<file path="config.mk">
export PLATFORM = sky130hd
export DESIGN_NAME = pds_core
export DESIGN_NICKNAME = d
export VERILOG_FILES = /design/src/pds_pkg.sv /design/src/pds_core.sv
export SDC_FILE = /design/constraint.sdc
export NUM_CORES = 1
export LEC_CHECK = 0
export ABC_AREA = 1
export BUFFER_PORTS_ARGS = -buffer_cell sky130_fd_sc_hd__buf_2
export CELL_PAD_IN_SITES_DETAIL_PLACEMENT = 1
export CELL_PAD_IN_SITES_GLOBAL_PLACEMENT = 2
export CORE_MARGIN = 2
export CORE_UTILIZATION = 36
export DETAILED_ROUTE_END_ITERATION = 8
export PLACE_DENSITY = 0.93
export SLEW_MARGIN = 20
export SYNTH_ARGS = -nofsm -noshare
export SYNTH_HDL_FRONTEND = slang
export SYNTH_SLANG_ARGS = --single-unit
</file>
<file path="constraint.sdc">
create_clock -name mclk -period 4.22 [get_ports mclk]
set_input_delay 1.055 -clock mclk [delete_from_list [all_inputs] [get_ports mclk]]
set_output_delay 1.055 -clock mclk [all_outputs]
set_load 0.02 [all_outputs]
</file>
<file path="src/pds_pkg.sv">
/*
 * constants, field layout and state type for the position deviation and
 * status logic.
 * assumes one 40 MHz clock, a word-wide register port with byte addresses
 * and terminal inputs that are already synchronous to that clock.
 */
//
// Contract
// [RQ1] a mapped, active clear input forces the deviation counter to zero
// [RQ2] while the counter is held clear, position holding is released
// [RQ3] a travel-limit stop keeps the accumulated deviation
// [RQ4] inhibit level blocks command pulses from counting; released, counting resumes
// [RQ5] inhibit only acts when code 0x0D sits in an input slot
// [RQ6] approach output on while deviation inside approach threshold, off outside
// [RQ7] approach output unassigned by default, mapped by output slot code
// [RQ8] done output (code 0x02) on inside completion range, off outside
// [RQ9] completion range takes 0 to 1073741824, default 7
// [RQ10] timing select 0: done depends only on deviation below range
// [RQ11] timing select 1: done also needs filtered command zero
// [RQ12] timing select 2: done also needs raw command input zero
// [RQ13] factory default puts done code 0x02 in the second output slot
// [RQ14] clear trigger: high level, rising edge, low level, falling edge; default 0
// [RQ15] clear action: servo off or fault, input only, or fault; default 0
// [RQ16] deviation is a signed accumulator compared by absolute value
`default_nettype none

package pds_pkg;

   // ------------------------------------------------------------
   // sizes
   // ------------------------------------------------------------
   localparam int N_IN = 9;
   localparam int N_OUT = 4;

   // ------------------------------------------------------------
   // register byte addresses
   // ------------------------------------------------------------
   localparam logic [7:0] A_CTRL = 8'h00;
   localparam logic [7:0] A_APPR = 8'h04;
   localparam logic [7:0] A_RANGE = 8'h08;
   localparam logic [7:0] A_DEV = 8'h0C;
   localparam logic [7:0] A_STAT = 8'h10;
   localparam logic [7:0] A_MASK = 8'h14;
   localparam logic [7:0] A_IN0 = 8'h20;
   localparam logic [7:0] A_OUT0 = 8'h48;
   localparam logic [7:0] A_STEP = 8'h04;

   // ------------------------------------------------------------
   // control fields
   // ------------------------------------------------------------
   localparam int F_TIM = 0;
   localparam int F_TRG = 2;
   localparam int F_ACT = 4;
   localparam logic [5:0] CTRL_RST = 6'h00;

   // ------------------------------------------------------------
   // function codes, reset values, encodings
   // ------------------------------------------------------------
   localparam logic [7:0] FN_NONE = 8'h00;
   localparam logic [7:0] FN_DONE = 8'h02;
   localparam logic [7:0] FN_APPR = 8'h09;
   localparam logic [7:0] FN_INH = 8'h0D;
   localparam logic [7:0] FN_CLR = 8'h11;
   localparam int DONE_SLOT = 1;
   localparam logic [30:0] RANGE_MAX = 31'h4000_0000;
   localparam logic [30:0] RANGE_RST = 31'h0000_0007;
   localparam logic [30:0] APPR_RST = 31'h0000_0064;

   localparam logic [1:0] TIM_DEV = 2'h0;
   localparam logic [1:0] TIM_FILT = 2'h1;
   localparam logic [1:0] TIM_RAW = 2'h2;
   localparam logic [1:0] TRG_HIGH = 2'h0;
   localparam logic [1:0] TRG_RISE = 2'h1;
   localparam logic [1:0] TRG_LOW = 2'h2;
   localparam logic [1:0] TRG_FALL = 2'h3;
   localparam logic [1:0] ACT_OFF_FLT = 2'h0;
   localparam logic [1:0] ACT_INPUT = 2'h1;
   localparam logic [1:0] ACT_FLT = 2'h2;

   // status bits: done rise, approach rise, deviation cleared
   localparam int S_DONE = 0;
   localparam int S_APPR = 1;
   localparam int S_CLR = 2;

   typedef struct packed {
      logic [5:0] ctrl;
      logic [30:0] appr;
      logic [30:0] rng;
      logic signed [31:0] dev;
      logic [2:0] stat;
      logic [2:0] mask;
      logic [N_IN-1:0][7:0] ina;
      logic [N_OUT-1:0][7:0] outa;
      logic clr_prev;
      logic appr_o;
      logic done_o;
      logic lock;
      logic irq;
      logic [N_OUT-1:0] dout;
      logic [31:0] rdata;
   } pds_state_t;

endpackage : pds_pkg

`default_nettype wire

</file>
<file path="src/pds_core.sv">
/*
 * deviation counter, clear and inhibit handling, approach and done
 * outputs, terminal mapping, register port and interrupt.
 * assumes single-cycle step pulses from the command and feedback sides
 * and inputs synchronous to mclk.
 */
`default_nettype none

module pds_core (
   // clock and reset
   input wire logic mclk,
   input wire logic nrst,
   // register port
   input wire logic [7:0] addr,
   input wire logic [31:0] wdata,
   input wire logic wstrobe,
   input wire logic rstrobe,
   output logic [31:0] rdata,
   // motion side
   input wire logic cmd_step,
   input wire logic cmd_dir,
   input wire logic fb_step,
   input wire logic fb_dir,
   input wire logic cmd_filt_zero,
   input wire logic cmd_in_zero,
   input wire logic servo_on,
   input wire logic fault,
   // terminals
   input wire logic [pds_pkg::N_IN-1:0] din,
   output logic [pds_pkg::N_OUT-1:0] dout,
   // status
   output logic approach_out,
   output logic position_done_out,
   output logic servo_lock_out,
   output logic irq
);
   import pds_pkg::*;

   pds_state_t s_reg;
   pds_state_t s_next;
   logic [N_IN-1:0] clr_hit;
   logic [N_IN-1:0] inh_hit;
   logic clr_lvl;
   logic clr_mapped;
   logic inhibit;
   logic clr_cond;
   logic clearing;
   logic cmd_ok;
   logic [31:0] abs_dev;
   logic in_appr;
   logic in_rng;
   logic done_c;

   // ------------------------------------------------------------
   // terminal decode
   // ------------------------------------------------------------
   genvar gi;
   generate
      for (gi = 0; gi < N_IN; gi++) begin : g_in
         assign clr_hit[gi] = s_reg.ina[gi] == FN_CLR;
         assign inh_hit[gi] = s_reg.ina[gi] == FN_INH;
      end
   endgenerate

   assign clr_mapped = |clr_hit;
   assign clr_lvl = |(clr_hit & din);
   assign inhibit = |(inh_hit & din); // RQ5

   always_comb begin
      clr_cond = 1'b0;
      unique case (s_reg.ctrl[F_TRG+:2]) // RQ14
         TRG_HIGH: clr_cond = clr_lvl;
         TRG_RISE: clr_cond = clr_lvl & ~s_reg.clr_prev;
         TRG_LOW: clr_cond = ~clr_lvl;
         TRG_FALL: clr_cond = ~clr_lvl & s_reg.clr_prev;
      endcase
      clr_cond = clr_cond & clr_mapped; // RQ1
      clearing = clr_cond;
      unique case (s_reg.ctrl[F_ACT+:2]) // RQ15
         ACT_OFF_FLT: clearing = clr_cond | ~servo_on | fault;
         ACT_INPUT: clearing = clr_cond;
         ACT_FLT: clearing = clr_cond | fault;
         default: clearing = clr_cond;
      endcase
   end

   assign cmd_ok = cmd_step & ~inhibit; // RQ4
   assign abs_dev = s_reg.dev[31] ? 32'(-s_reg.dev) : 32'(s_reg.dev); // RQ16
   assign in_appr = abs_dev < {1'b0, s_reg.appr}; // RQ6
   assign in_rng = abs_dev < {1'b0, s_reg.rng};

   always_comb begin
      unique case (s_reg.ctrl[F_TIM+:2])
         TIM_DEV: done_c = in_rng; // RQ10
         TIM_FILT: done_c = in_rng & cmd_filt_zero; // RQ11
         TIM_RAW: done_c = in_rng & cmd_in_zero; // RQ12
         default: done_c = in_rng;
      endcase
   end

   // ------------------------------------------------------------
   // next state
   // ------------------------------------------------------------
   always_comb begin
      logic [2:0] ev;
      logic [31:0] rd;
      s_next = s_reg;
      ev = 3'h0;
      rd = 32'h0000_0000;
      s_next.clr_prev = clr_lvl;
      // no travel-limit term here: a limit stop leaves the count alone
      if (cmd_ok) begin // RQ3
         s_next.dev = cmd_dir ? s_reg.dev - 32'sh1 : s_reg.dev + 32'sh1; // RQ16
      end
      if (fb_step) begin
         s_next.dev = fb_dir ? s_next.dev + 32'sh1 : s_next.dev - 32'sh1;
      end
      if (clearing) begin
         s_next.dev = 32'sh0; // RQ1
      end
      s_next.lock = ~clearing; // RQ2
      s_next.appr_o = in_appr; // RQ6
      s_next.done_o = done_c; // RQ8
      ev[S_DONE] = done_c & ~s_reg.done_o;
      ev[S_APPR] = in_appr & ~s_reg.appr_o;
      ev[S_CLR] = clearing;
      for (int j = 0; j < N_OUT; j++) begin
         s_next.dout[j] = (s_reg.outa[j] == FN_APPR & in_appr)
            | (s_reg.outa[j] == FN_DONE & done_c); // RQ7 RQ8
      end
      if (wstrobe) begin
         unique case (addr)
            A_CTRL: s_next.ctrl = wdata[5:0];
            A_APPR: s_next.appr = wdata[30:0];
            A_RANGE: s_next.rng = (wdata > {1'b0, RANGE_MAX}) ? RANGE_MAX : wdata[30:0]; // RQ9
            A_MASK: s_next.mask = wdata[2:0];
            default: ;
         endcase
         for (int i = 0; i < N_IN; i++) begin
            if (addr == A_IN0 + 8'(i * 4)) begin
               s_next.ina[i] = wdata[7:0];
            end
         end
         for (int j = 0; j < N_OUT; j++) begin
            if (addr == A_OUT0 + 8'(j * 4)) begin
               s_next.outa[j] = wdata[7:0];
            end
         end
      end
      if (rstrobe) begin
         unique case (addr)
            A_CTRL: rd = {26'h0, s_reg.ctrl};
            A_APPR: rd = {1'b0, s_reg.appr};
            A_RANGE: rd = {1'b0, s_reg.rng};
            A_DEV: rd = s_reg.dev;
            A_STAT: rd = {29'h0, s_reg.stat};
            A_MASK: rd = {29'h0, s_reg.mask};
            default: ;
         endcase
         for (int i = 0; i < N_IN; i++) begin
            if (addr == A_IN0 + 8'(i * 4)) begin
               rd = {24'h0, s_reg.ina[i]};
            end
         end
         for (int j = 0; j < N_OUT; j++) begin
            if (addr == A_OUT0 + 8'(j * 4)) begin
               rd = {24'h0, s_reg.outa[j]};
            end
         end
      end
      s_next.rdata = rd;
      // a new event in the read cycle survives the clear-on-read
      if (rstrobe && addr == A_STAT) begin
         s_next.stat = ev;
      end else begin
         s_next.stat = s_reg.stat | ev;
      end
      s_next.irq = |(s_next.stat & s_next.mask);
   end

   // ------------------------------------------------------------
   // state register
   // ------------------------------------------------------------
   always_ff @(posedge mclk or negedge nrst) begin
      if (!nrst) begin
         s_reg <= '0;
         s_reg.ctrl <= CTRL_RST;
         s_reg.appr <= APPR_RST;
         s_reg.rng <= RANGE_RST; // RQ9
         s_reg.outa[DONE_SLOT] <= FN_DONE; // RQ13
      end else begin
         s_reg <= s_next;
      end
   end

   assign rdata = s_reg.rdata;
   assign dout = s_reg.dout;
   assign approach_out = s_reg.appr_o;
   assign position_done_out = s_reg.done_o;
   assign servo_lock_out = s_reg.lock;
   assign irq = s_reg.irq;
endmodule : pds_core

`default_nettype wire

</file>
Word-level counts from Yosys, hierarchy flattened
Cells that the tools add are included.
{ "op_classes": {"addsub": 5, "magnitude_cmp": 3, "n_eq_ne": 50, "mux": 41, "bitwise": 34, "reduce_logical": 24} }
{ "ops": {"columns": ["op", "count"], "rows": [
  ["$mux 32", 20],
  ["$pmux 32 s6", 1],
  ["$eq 8x4->1 const B", 15],
  ["$mux 107", 1],
  ["$mux 8", 13],
  ["$eq 8x5->1 const B", 11],
  ["$add 32x2->32 const B", 2],
  ["$eq 8x6->1 const B", 8],
  ["$lt 32x31->1", 2],
  ["$sub 32x2->32 const B", 2],
  ["$eq 8x7->1 const B", 5],
  ["$eq 8x2->1 const B", 4],
  ["$gt 32x31->1 const B", 1],
  ["$neg 32->32", 1],
  ["$reduce_and 2->1", 16],
  ["$mux 31", 1],
  ["$reduce_or 9->1", 3],
  ["$and 9x9->9", 2],
  ["$and 1x1->1", 16],
  ["$eq 2x2->1 const B", 4],
  ["$eq 8x3->1 const B", 1],
  ["$logic_not 8->1", 1],
  ["$not 1->1", 7],
  ["$or 1x1->1", 7],
  ["other kinds (9)", 13]
]} }
{ "totals": {"regBits": 251, "in_bits": 61, "output_inout_bits": 40, "elab_cells": 183} }

Depth between registers and ports, before layout
Gate-level depths: netlist (run 1).
{ "logic_depth": {"word_depth": 16, "depth_mapped": 29, "depth_no_buf": 29} }

Least setup slack after synthesis (run 1)
Ideal clock, no wire load.
{ "synth_timing": {"kind": "input -> register", "from": "input cmd_dir", "to": "register s_reg[179] (netlist name)", "t_arrival_ns": 4.222, "required_ns": 4.149, "path_slack_ns": -0.073, "cell_stages": 25, "path_cell_list": "fa_1 -> nand3_1 -> nand2_1 -> a21oi_2 -> o21ai_2 -> nand2_1 -> nand2_1 -> a21boi_1 -> or2_2 -> nand3_1 -> o21ai_0 -> inv_1 -> ha_1 -> nand2_1 -> nor2_1 -> nor3b_2 -> nand3_1 -> nand3_1 -> a21o_1 -> a21boi_2 -> o21ai_1 -> or2_1 -> nand3_1 -> nand2_1 -> nor2_1"} }
{ "synth_lines": {"columns": ["item", "line_no", "source"], "rows": [
  ["start, declared", "pds_core.sv:21", "input wire logic cmd_dir,"],
  ["end signal, assigned", "pds_core.sv:192", "s_reg <= s_next;"],
  ["end, declared", "pds_core.sv:39", "pds_state_t s_reg;"]
]} }

==> out/qor.txt, run 1 <==
=================================================================================================
Sum of buffers and inverters on the critical path ..................................            6
Initial antenna violation count ....................................................            0
Fraction of the mapped netlist area in compound gates ..............................        0.190
Synth async-reset ratio ............................................................         1.00
Overall global routing resource usage ..............................................        0.258
Mean instance size in the synthesized netlist ......................................     7.26 µm²
1st-pass router iterations .........................................................            5
Routed WL per cell .................................................................      20.1 µm
Sequential fraction of the synthesis area ..........................................        0.355
Net count of the finished layout ...................................................         2936
Post-DRT Antenna Nets ..............................................................            0
Count of flip-flops with a built-in enable after synthesis .........................            0
Normalized max-slew margin .........................................................        0.379
Final worst slack ..................................................................     -13.8 ps
Via count ..........................................................................        18500
Max IR drop VDD ....................................................................     0.297 mV
Clock slew seen by the registers of the worst setup and hold paths .................        60 ps
Maximum Capacitance Violations .....................................................            0
Count of port buffers added during placement .......................................          100
Core area ..........................................................................   0.0487 mm²
Routed via count divided by cell count .............................................         5.38
Top cells by area, synth ........................................................... dfrtp_1 (34%), nand2_1 (11%), ha_1 (8.6%), o21ai_0 (7.0%), inv_1 (6.4%)
Non-filler cells, final ............................................................         3437
Post-CTS Hold Fix Bufs .............................................................            0
Final Hold Violating Endpoints .....................................................            0
Area share of the largest cell type after synthesis ................................        0.345
Pwr per Cell Area ..................................................................   356 mW/mm²
Number of instances in the placed design ...........................................         3366
Post-synthesis cell count ..........................................................         2439
Number of setup violations in the final report .....................................            1
Final Skew .........................................................................      17.1 ps
Number of flip-flops in the largest register .......................................          211
Share of the clock period used by the worst path ...................................         1.00
Total CTS buffers ..................................................................           29
Mux share of post-synthesis cell area ..............................................     0.000636
Worst setup path class .............................................................    in -> reg
First-pass GRT wire length .........................................................    104000 µm
Slowest Stage Delay on Critical Path ...............................................       310 ps
DRC violation count after routing ..................................................            0
Area enclosed by the die boundary ..................................................   0.0510 mm²
Die X-Extent .......................................................................       226 µm
Worst path top cell family by delay ................................................ compound AO/OA/AOI/OAI gates
I/O pin total ......................................................................          101
Most common library cells after synthesis .......................................... nand2_1 (522), inv_1 (303), o21ai_0 (248)
Root Buffer Master .................................................................    clkbuf_16
Max Clk Rate .......................................................................    0.236 GHz
Ratio of cells with drive above 1 in the final layout ..............................        0.226
Number of placement rows ...........................................................           81
Synth Flop Type ....................................................................      dfrtp_1
Total wirelength of the detailed-routed design .....................................     69000 µm
Aggregate global routing overflow ..................................................            0
Number of levels the H-tree was split into .........................................            1
Power Total ........................................................................      8.00 mW
Ant diodes .........................................................................            0
Startpoint types ................................................................... primary input
Hold Crit Class ....................................................................  in -> async
Period minus WS final ..............................................................      4230 ps
Initial drt markers ................................................................         1414
Slowest stage cell, crit path ......................................................         ha_1
Largest net degree at the start of global routing ..................................           93
Initial Util .......................................................................        0.363
Pin slew with the least headroom to its limit ......................................       931 ps
Synth warnings .....................................................................            0
Clock tree from TritonCTS ..........................................................          yes
RSZ-0062 raised after global routing ...............................................         true
Dpl hpwl ...........................................................................     51000 µm
Largest family of logic cells by synthesized area .................................. simple AND/OR/NAND/NOR gates
Share of synthesized cell area in full adder, half adder and majority cells ........       0.0885
Clock latency on the worst-skew pair ...............................................       600 ps
Number of max-slew violations in the final report ..................................            0
Post-Synth Simple-Gate Area ........................................................        0.239
Leading area contributor after synthesis ...........................................      dfrtp_1
Status ............................................................................. finished with violations
Crit path required time ............................................................      4730 ps
Most numerous cell in the Yosys netlist ............................................      nand2_1
Area delta synth->final ............................................................        27.1%
Via count of the first global-routing pass .........................................        19100
Syn nets ...........................................................................         2624
Final Instance Area ................................................................   0.0225 mm²
Max clock buf depth ................................................................            3
Number of clock sinks seen by CTS ..................................................          251
Floorplan die height ...............................................................       226 µm
Netlist area before placement ......................................................   0.0177 mm²
Area post-placement ................................................................   0.0206 mm²
CP Data Arrival Time ...............................................................      4740 ps
Number of distinct library cell variants in the gate-level netlist after synthesis .           60
Xor and xnor fraction of the mapped netlist area ...................................       0.0292
Setup WS pre-CTS ...................................................................      -843 ps
Placer congestion estimate .........................................................        0.924
Kind of end point of the critical path .............................................    flip-flop
Violations in the final reports .................................................... setup timing
Synthesis-stage register bit count .................................................          251
Cell leakage power .................................................................      11.1 nW
Largest fanout on the critical path ................................................            7
=================================================================================================
what timing repair did:
action | 4_1_cts | 5_1_grt
gates resized for setup | 15 | 142
pin swaps | 5 | 51
setup buffers | 2 | 15
setup endpoints to repair | 19 | 27
gates cloned | 0 | 1
kinds of logic after synthesis:
family                     after synthesis
AOI/OAI and AO/OA                      603
and+or+nand+nor                        984
xor gates and xnor gates                59
buffers and inverters                  417
muxes                                    1
DFF                                    251
adders and majority gates              124
metal layers:
| metal | GRT usage | up-vias | share of wire |
|---|---|---|---|
| li1 | - | 8743 | - |
| met1 | 0.353 | 9186 | 0.45 |
| met2 | 0.431 | 473 | 0.47 |
| met3 | 0.0263 | 103 | 0.047 |
| met4 | 0.0701 | 0 | 0.028 |
| met5 | 0 | - | 0 |
per-stage QoR:
stage | util | hold WS, ps | setup TNS (ps)
after floorplan | - | 453 | 0
after global placement | 0.422 | 467 | -10280
after detailed placement | 0.422 | 473 | -15200
after CTS | 0.445 | 479 | 0
after global routing | 0.462 | 501 | -1640
final | 0.462 | 467 | -13.8
layout by cell type (no fill, tap or decap), types with 7 or more instances in the layout:
cell and count:
a21o_1 10, a21oi_1 177, a21oi_2 27, buf_2 98, buf_4 280, clkbuf_1 7, clkbuf_16 30, dfrtp_1 242
dfstp_2 7, ha_1 96, ha_4 23, inv_1 297, inv_2 14, nand2_1 503, nand2_2 28, nand3_1 103
nand3_2 7, nand4_1 30, nor2_1 200, nor2_2 17, nor3_1 38, nor4_1 21, o2111ai_1 9, o211ai_1 12
o21ai_0 232, o21ai_1 20, o21ai_2 14, o21bai_1 7, o221ai_1 7, o22ai_1 35, or2_2 7, xnor2_1 14
xor2_1 38
final cells by class:
class / instances / area (µm²)
timing repair buffer: 386 / 2730
clock buffer: 39 / 793
multi-input combinational: 1771 / 10500
clock inverter: 14 / 221
tap: 664 / 831
fill: 6031 / 26200
sequential: 251 / 6290
inverter: 312 / 1170
path summary, 6_finish.rpt:
| kind | from | endpoint | slack (ps) | cells past startpoint |
|---|---|---|---|---|
| min in group mclk | s_reg[82] | s_reg[82] | 490 | 2 |
| max in group asynchronous | nrst | s_reg[216] | 2690 | 2 |
| setup / recovery | cmd_dir | s_reg[172] | -10 | 26 |
| setup reg to reg | s_reg[152] | s_reg[172] | 80 | 27 |
| hold / removal | nrst | rdata[21] | 470 | 1 |
| hold reg to reg | s_reg[82] | s_reg[82] | 490 | 2 |
power by group:
part           total [mW]  switching [mW]  internal [mW]
combinational        2.59            1.49           1.10
sequential           2.67           0.131           2.53
clock                2.75            1.12           1.63
Power figures use the tool's default switching activity.
==> run 2: changes to the inputs <==
- SETUP_SLACK_MARGIN: default -> 0.02
==> run 2 against run 1 <==
Compared with the run above:
- critical path type unchanged
- critical endpoint is now s_reg[176]
- the run now ends clean
- critical path depth is 3 lower
- largest cell class unchanged
- setup slack better by 62 ps
- flip-flop and latch count stayed put
- fmax is 1.5% higher
- first-iteration DRC count is 5.5% higher
- die area stayed put
- via count hardly changed
- sequential power hardly changed
- final cell count is 0.23% higher
- clock power hardly changed
- non-clock buffer count is 7 higher
- highest routed layer unchanged
==> out/qor.txt, run 2 (same netlist as run 1, synthesis figures left out) <==
=================================================================================
Hold Crit Class ....................................................  in -> async
Largest net degree at the start of global routing ..................           80   -14%
Power Total ........................................................      8.01 mW   about the same
CP Data Arrival Time ...............................................      4620 ps   -120 ps
Slowest stage cell, crit path ......................................         ha_1
Largest fanout on the critical path ................................            8   +1
Final Hold Violating Endpoints .....................................            0   unchanged
GRT met3 Usage .....................................................       0.0167   -0.00963
Leading cell type in the layout, fill and taps excluded ............      nand2_1
Grt peak-use layer .................................................         met2
Share of the clock period used by the worst path ...................        0.989   -0.0147
Area delta synth->final ............................................        27.9%
Pin slew with the least headroom to its limit ......................       887 ps   -43.8 ps
Area enclosed by the die boundary ..................................   0.0510 mm²   unchanged
Pwr per Cell Area ..................................................   354 mW/mm²   -0.55%
Worst setup path class .............................................    in -> reg
DRC violation count after routing ..................................            0   unchanged
Root Buffer Master .................................................    clkbuf_16
Slowest Stage Delay on Critical Path ...............................       380 ps   +70 ps
Number of placement rows ...........................................           81   unchanged
Total negative setup slack .........................................         0 ps   +13.8 ps
Dpl hpwl ...........................................................     51200 µm   +0.43%
Core area ..........................................................   0.0487 mm²   unchanged
Number of setup violations in the final report .....................            0   -1
Placer congestion estimate .........................................        0.886   -4.1%
Kind of end point of the critical path .............................    flip-flop
Crit path required time ............................................      4670 ps   -60 ps
Startpoint types ................................................... primary input
Initial Util .......................................................        0.363   unchanged
Final worst slack ..................................................      48.2 ps   +62.0 ps
Initial drt markers ................................................         1492   +5.5%
Via count ..........................................................        18500   -0.092%
Number of clock sinks seen by CTS ..................................          251   unchanged
Total wirelength of the detailed-routed design .....................     69100 µm   +0.18%
Routed via count divided by cell count .............................         5.37   -0.32%
Clock tree from TritonCTS ..........................................          yes
Cell leakage power .................................................      11.1 nW   +0.39%
Ant diodes .........................................................            0   unchanged
Number of flip-flops in the largest register .......................          211   unchanged
Routed WL per cell .................................................      20.1 µm   about the same
Clock slew seen by the registers of the worst setup and hold paths .        60 ps   about the same
Total CTS buffers ..................................................           29   unchanged
Aggregate global routing overflow ..................................            0   unchanged
Via count of the first global-routing pass .........................        19000   -0.24%
Status ............................................................. finished clean
Max Clk Rate .......................................................    0.240 GHz   +1.5%
Die X-Extent .......................................................       226 µm   unchanged
Setup WS pre-CTS ...................................................      -939 ps   -95.6 ps
Max clock buf depth ................................................            3   unchanged
Max IR drop VDD ....................................................     0.276 mV   -7.3%
Normalized max-slew margin .........................................        0.408   +0.0292
Worst Hold Slack ...................................................       463 ps   -4.87 ps
Final Skew .........................................................      13.9 ps   -3.29 ps
Clock latency on the worst-skew pair ...............................       590 ps   about the same
Initial antenna violation count ....................................            0   unchanged
First-pass GRT wire length .........................................    105000 µm   +0.76%
Net count of the finished layout ...................................         2943   +0.24%
Floorplan die height ...............................................       226 µm   unchanged
Met1 track demand over resource in global routing ..................        0.366   +0.0130
Maximum Capacitance Violations .....................................            0   unchanged
Number of levels the H-tree was split into .........................            1   unchanged
Number of max-slew violations in the final report ..................            0   unchanged
Overall global routing resource usage ..............................        0.260   +0.00232
Dominant cell type by count on the critical path ...................      nand2_1
Post-DRT Antenna Nets ..............................................            0   unchanged
1st-pass router iterations .........................................            5   unchanged
Count of port buffers added during placement .......................          100   unchanged
Commonest cells after routing, fill and taps aside ................. nand2_1 (499), inv_1 (295), buf_4 (286)
Ordered cell list for the critical path ............................ clkbuf_16 -> ha_1 -> a21oi_2 -> o21ai_1 -> a21oi_1 -> nand2_2 -> a21boi_2 -> o21ai_2 -> buf_4 -> nand2_1 -> nand2_1 -> nand2_1 -> nand3_1 -> nand2_1 -> inv_1 -> ha_1 -> nand2_1 -> buf_4 -> nor2_1 -> nand2_1 -> nand2_1 -> xnor2_1 -> a21oi_1
Post-CTS Hold Fix Bufs .............................................            0   unchanged
Met2 usage .........................................................        0.435   +0.00377
Ratio of cells with drive above 1 in the final layout ..............        0.237   +0.0109
Period minus WS final ..............................................      4170 ps   -62.0 ps
I/O pin total ......................................................          101   unchanged
=================================================================================
==> run 2: cell types whose count changed in the layout (fill, tap and decap cells not counted), sizes merged <==
| cell | change |
|---|---|
| buf | +7 |
| clkbuf | -2 |
| clkinv | +2 |
| bufinv | -1 |
| clkinvlp | +1 |
| inv | +1 |
==> run 2: where the power goes <==
group	switching, mW	internal, mW	leakage (nW)
clock network	1.12	1.61	0.496
logic	1.50	1.11	7.41
registers	0.130	2.53	3.19
==> run 2: metal layers <==
| metal | share of wire | vias up |
|---|---|---|
| li1 | - | 8753 |
| met1 | 0.46 | 9190 |
| met2 | 0.47 | 439 |
| met3 | 0.039 | 106 |
| met4 | 0.022 | 0 |
| met5 | 0 | - |
==> run 2: path summary, 6_finish.rpt <==
path,start,to,slack (ps),cells past startpoint
setup reg to reg,s_reg[152],s_reg[176],120,25
max in group asynchronous,nrst,s_reg[50],2840,2
min in group mclk,s_reg[128],s_reg[128],490,2
setup / recovery,cmd_dir,s_reg[176],50,23
hold reg to reg,s_reg[128],s_reg[128],490,2
hold / removal,nrst,rdata[21],460,1
==> run 2: cell type report <==
class	instances	area, µm²
clock buffer	37	806
clock inverter	17	225
fill	6053	26100
inverter	312	1170
multi-input combinational	1771	10500
sequential	251	6290
tap	664	831
timing repair buffer	393	2810
==> run 2: metrics by stage <==
stage	utilization	cell area [µm²]	std cells
global placement	0.424	20700	3374
global route	0.464	22600	3445
floorplan	-	17800	2439
CTS	0.448	21800	3432
finish	0.464	22600	3445
detailed placement	0.424	20700	3374
==> run 2: what timing repair did <==
action                     in CTS  in global routing
gates resized for setup        16                162
gates cloned                    0                  1
setup buffers                   4                 12
setup endpoints to repair      16                 25
pin swaps                       6                 62
==> run 2: worst max-delay path, delay by kind of cell <==
family          cells  cell delay [ps]
simple gates       10             1180
compound gates      6              960
fa+ha+maj           2              760
buf+inv             4              540
xor+xnor            1              130
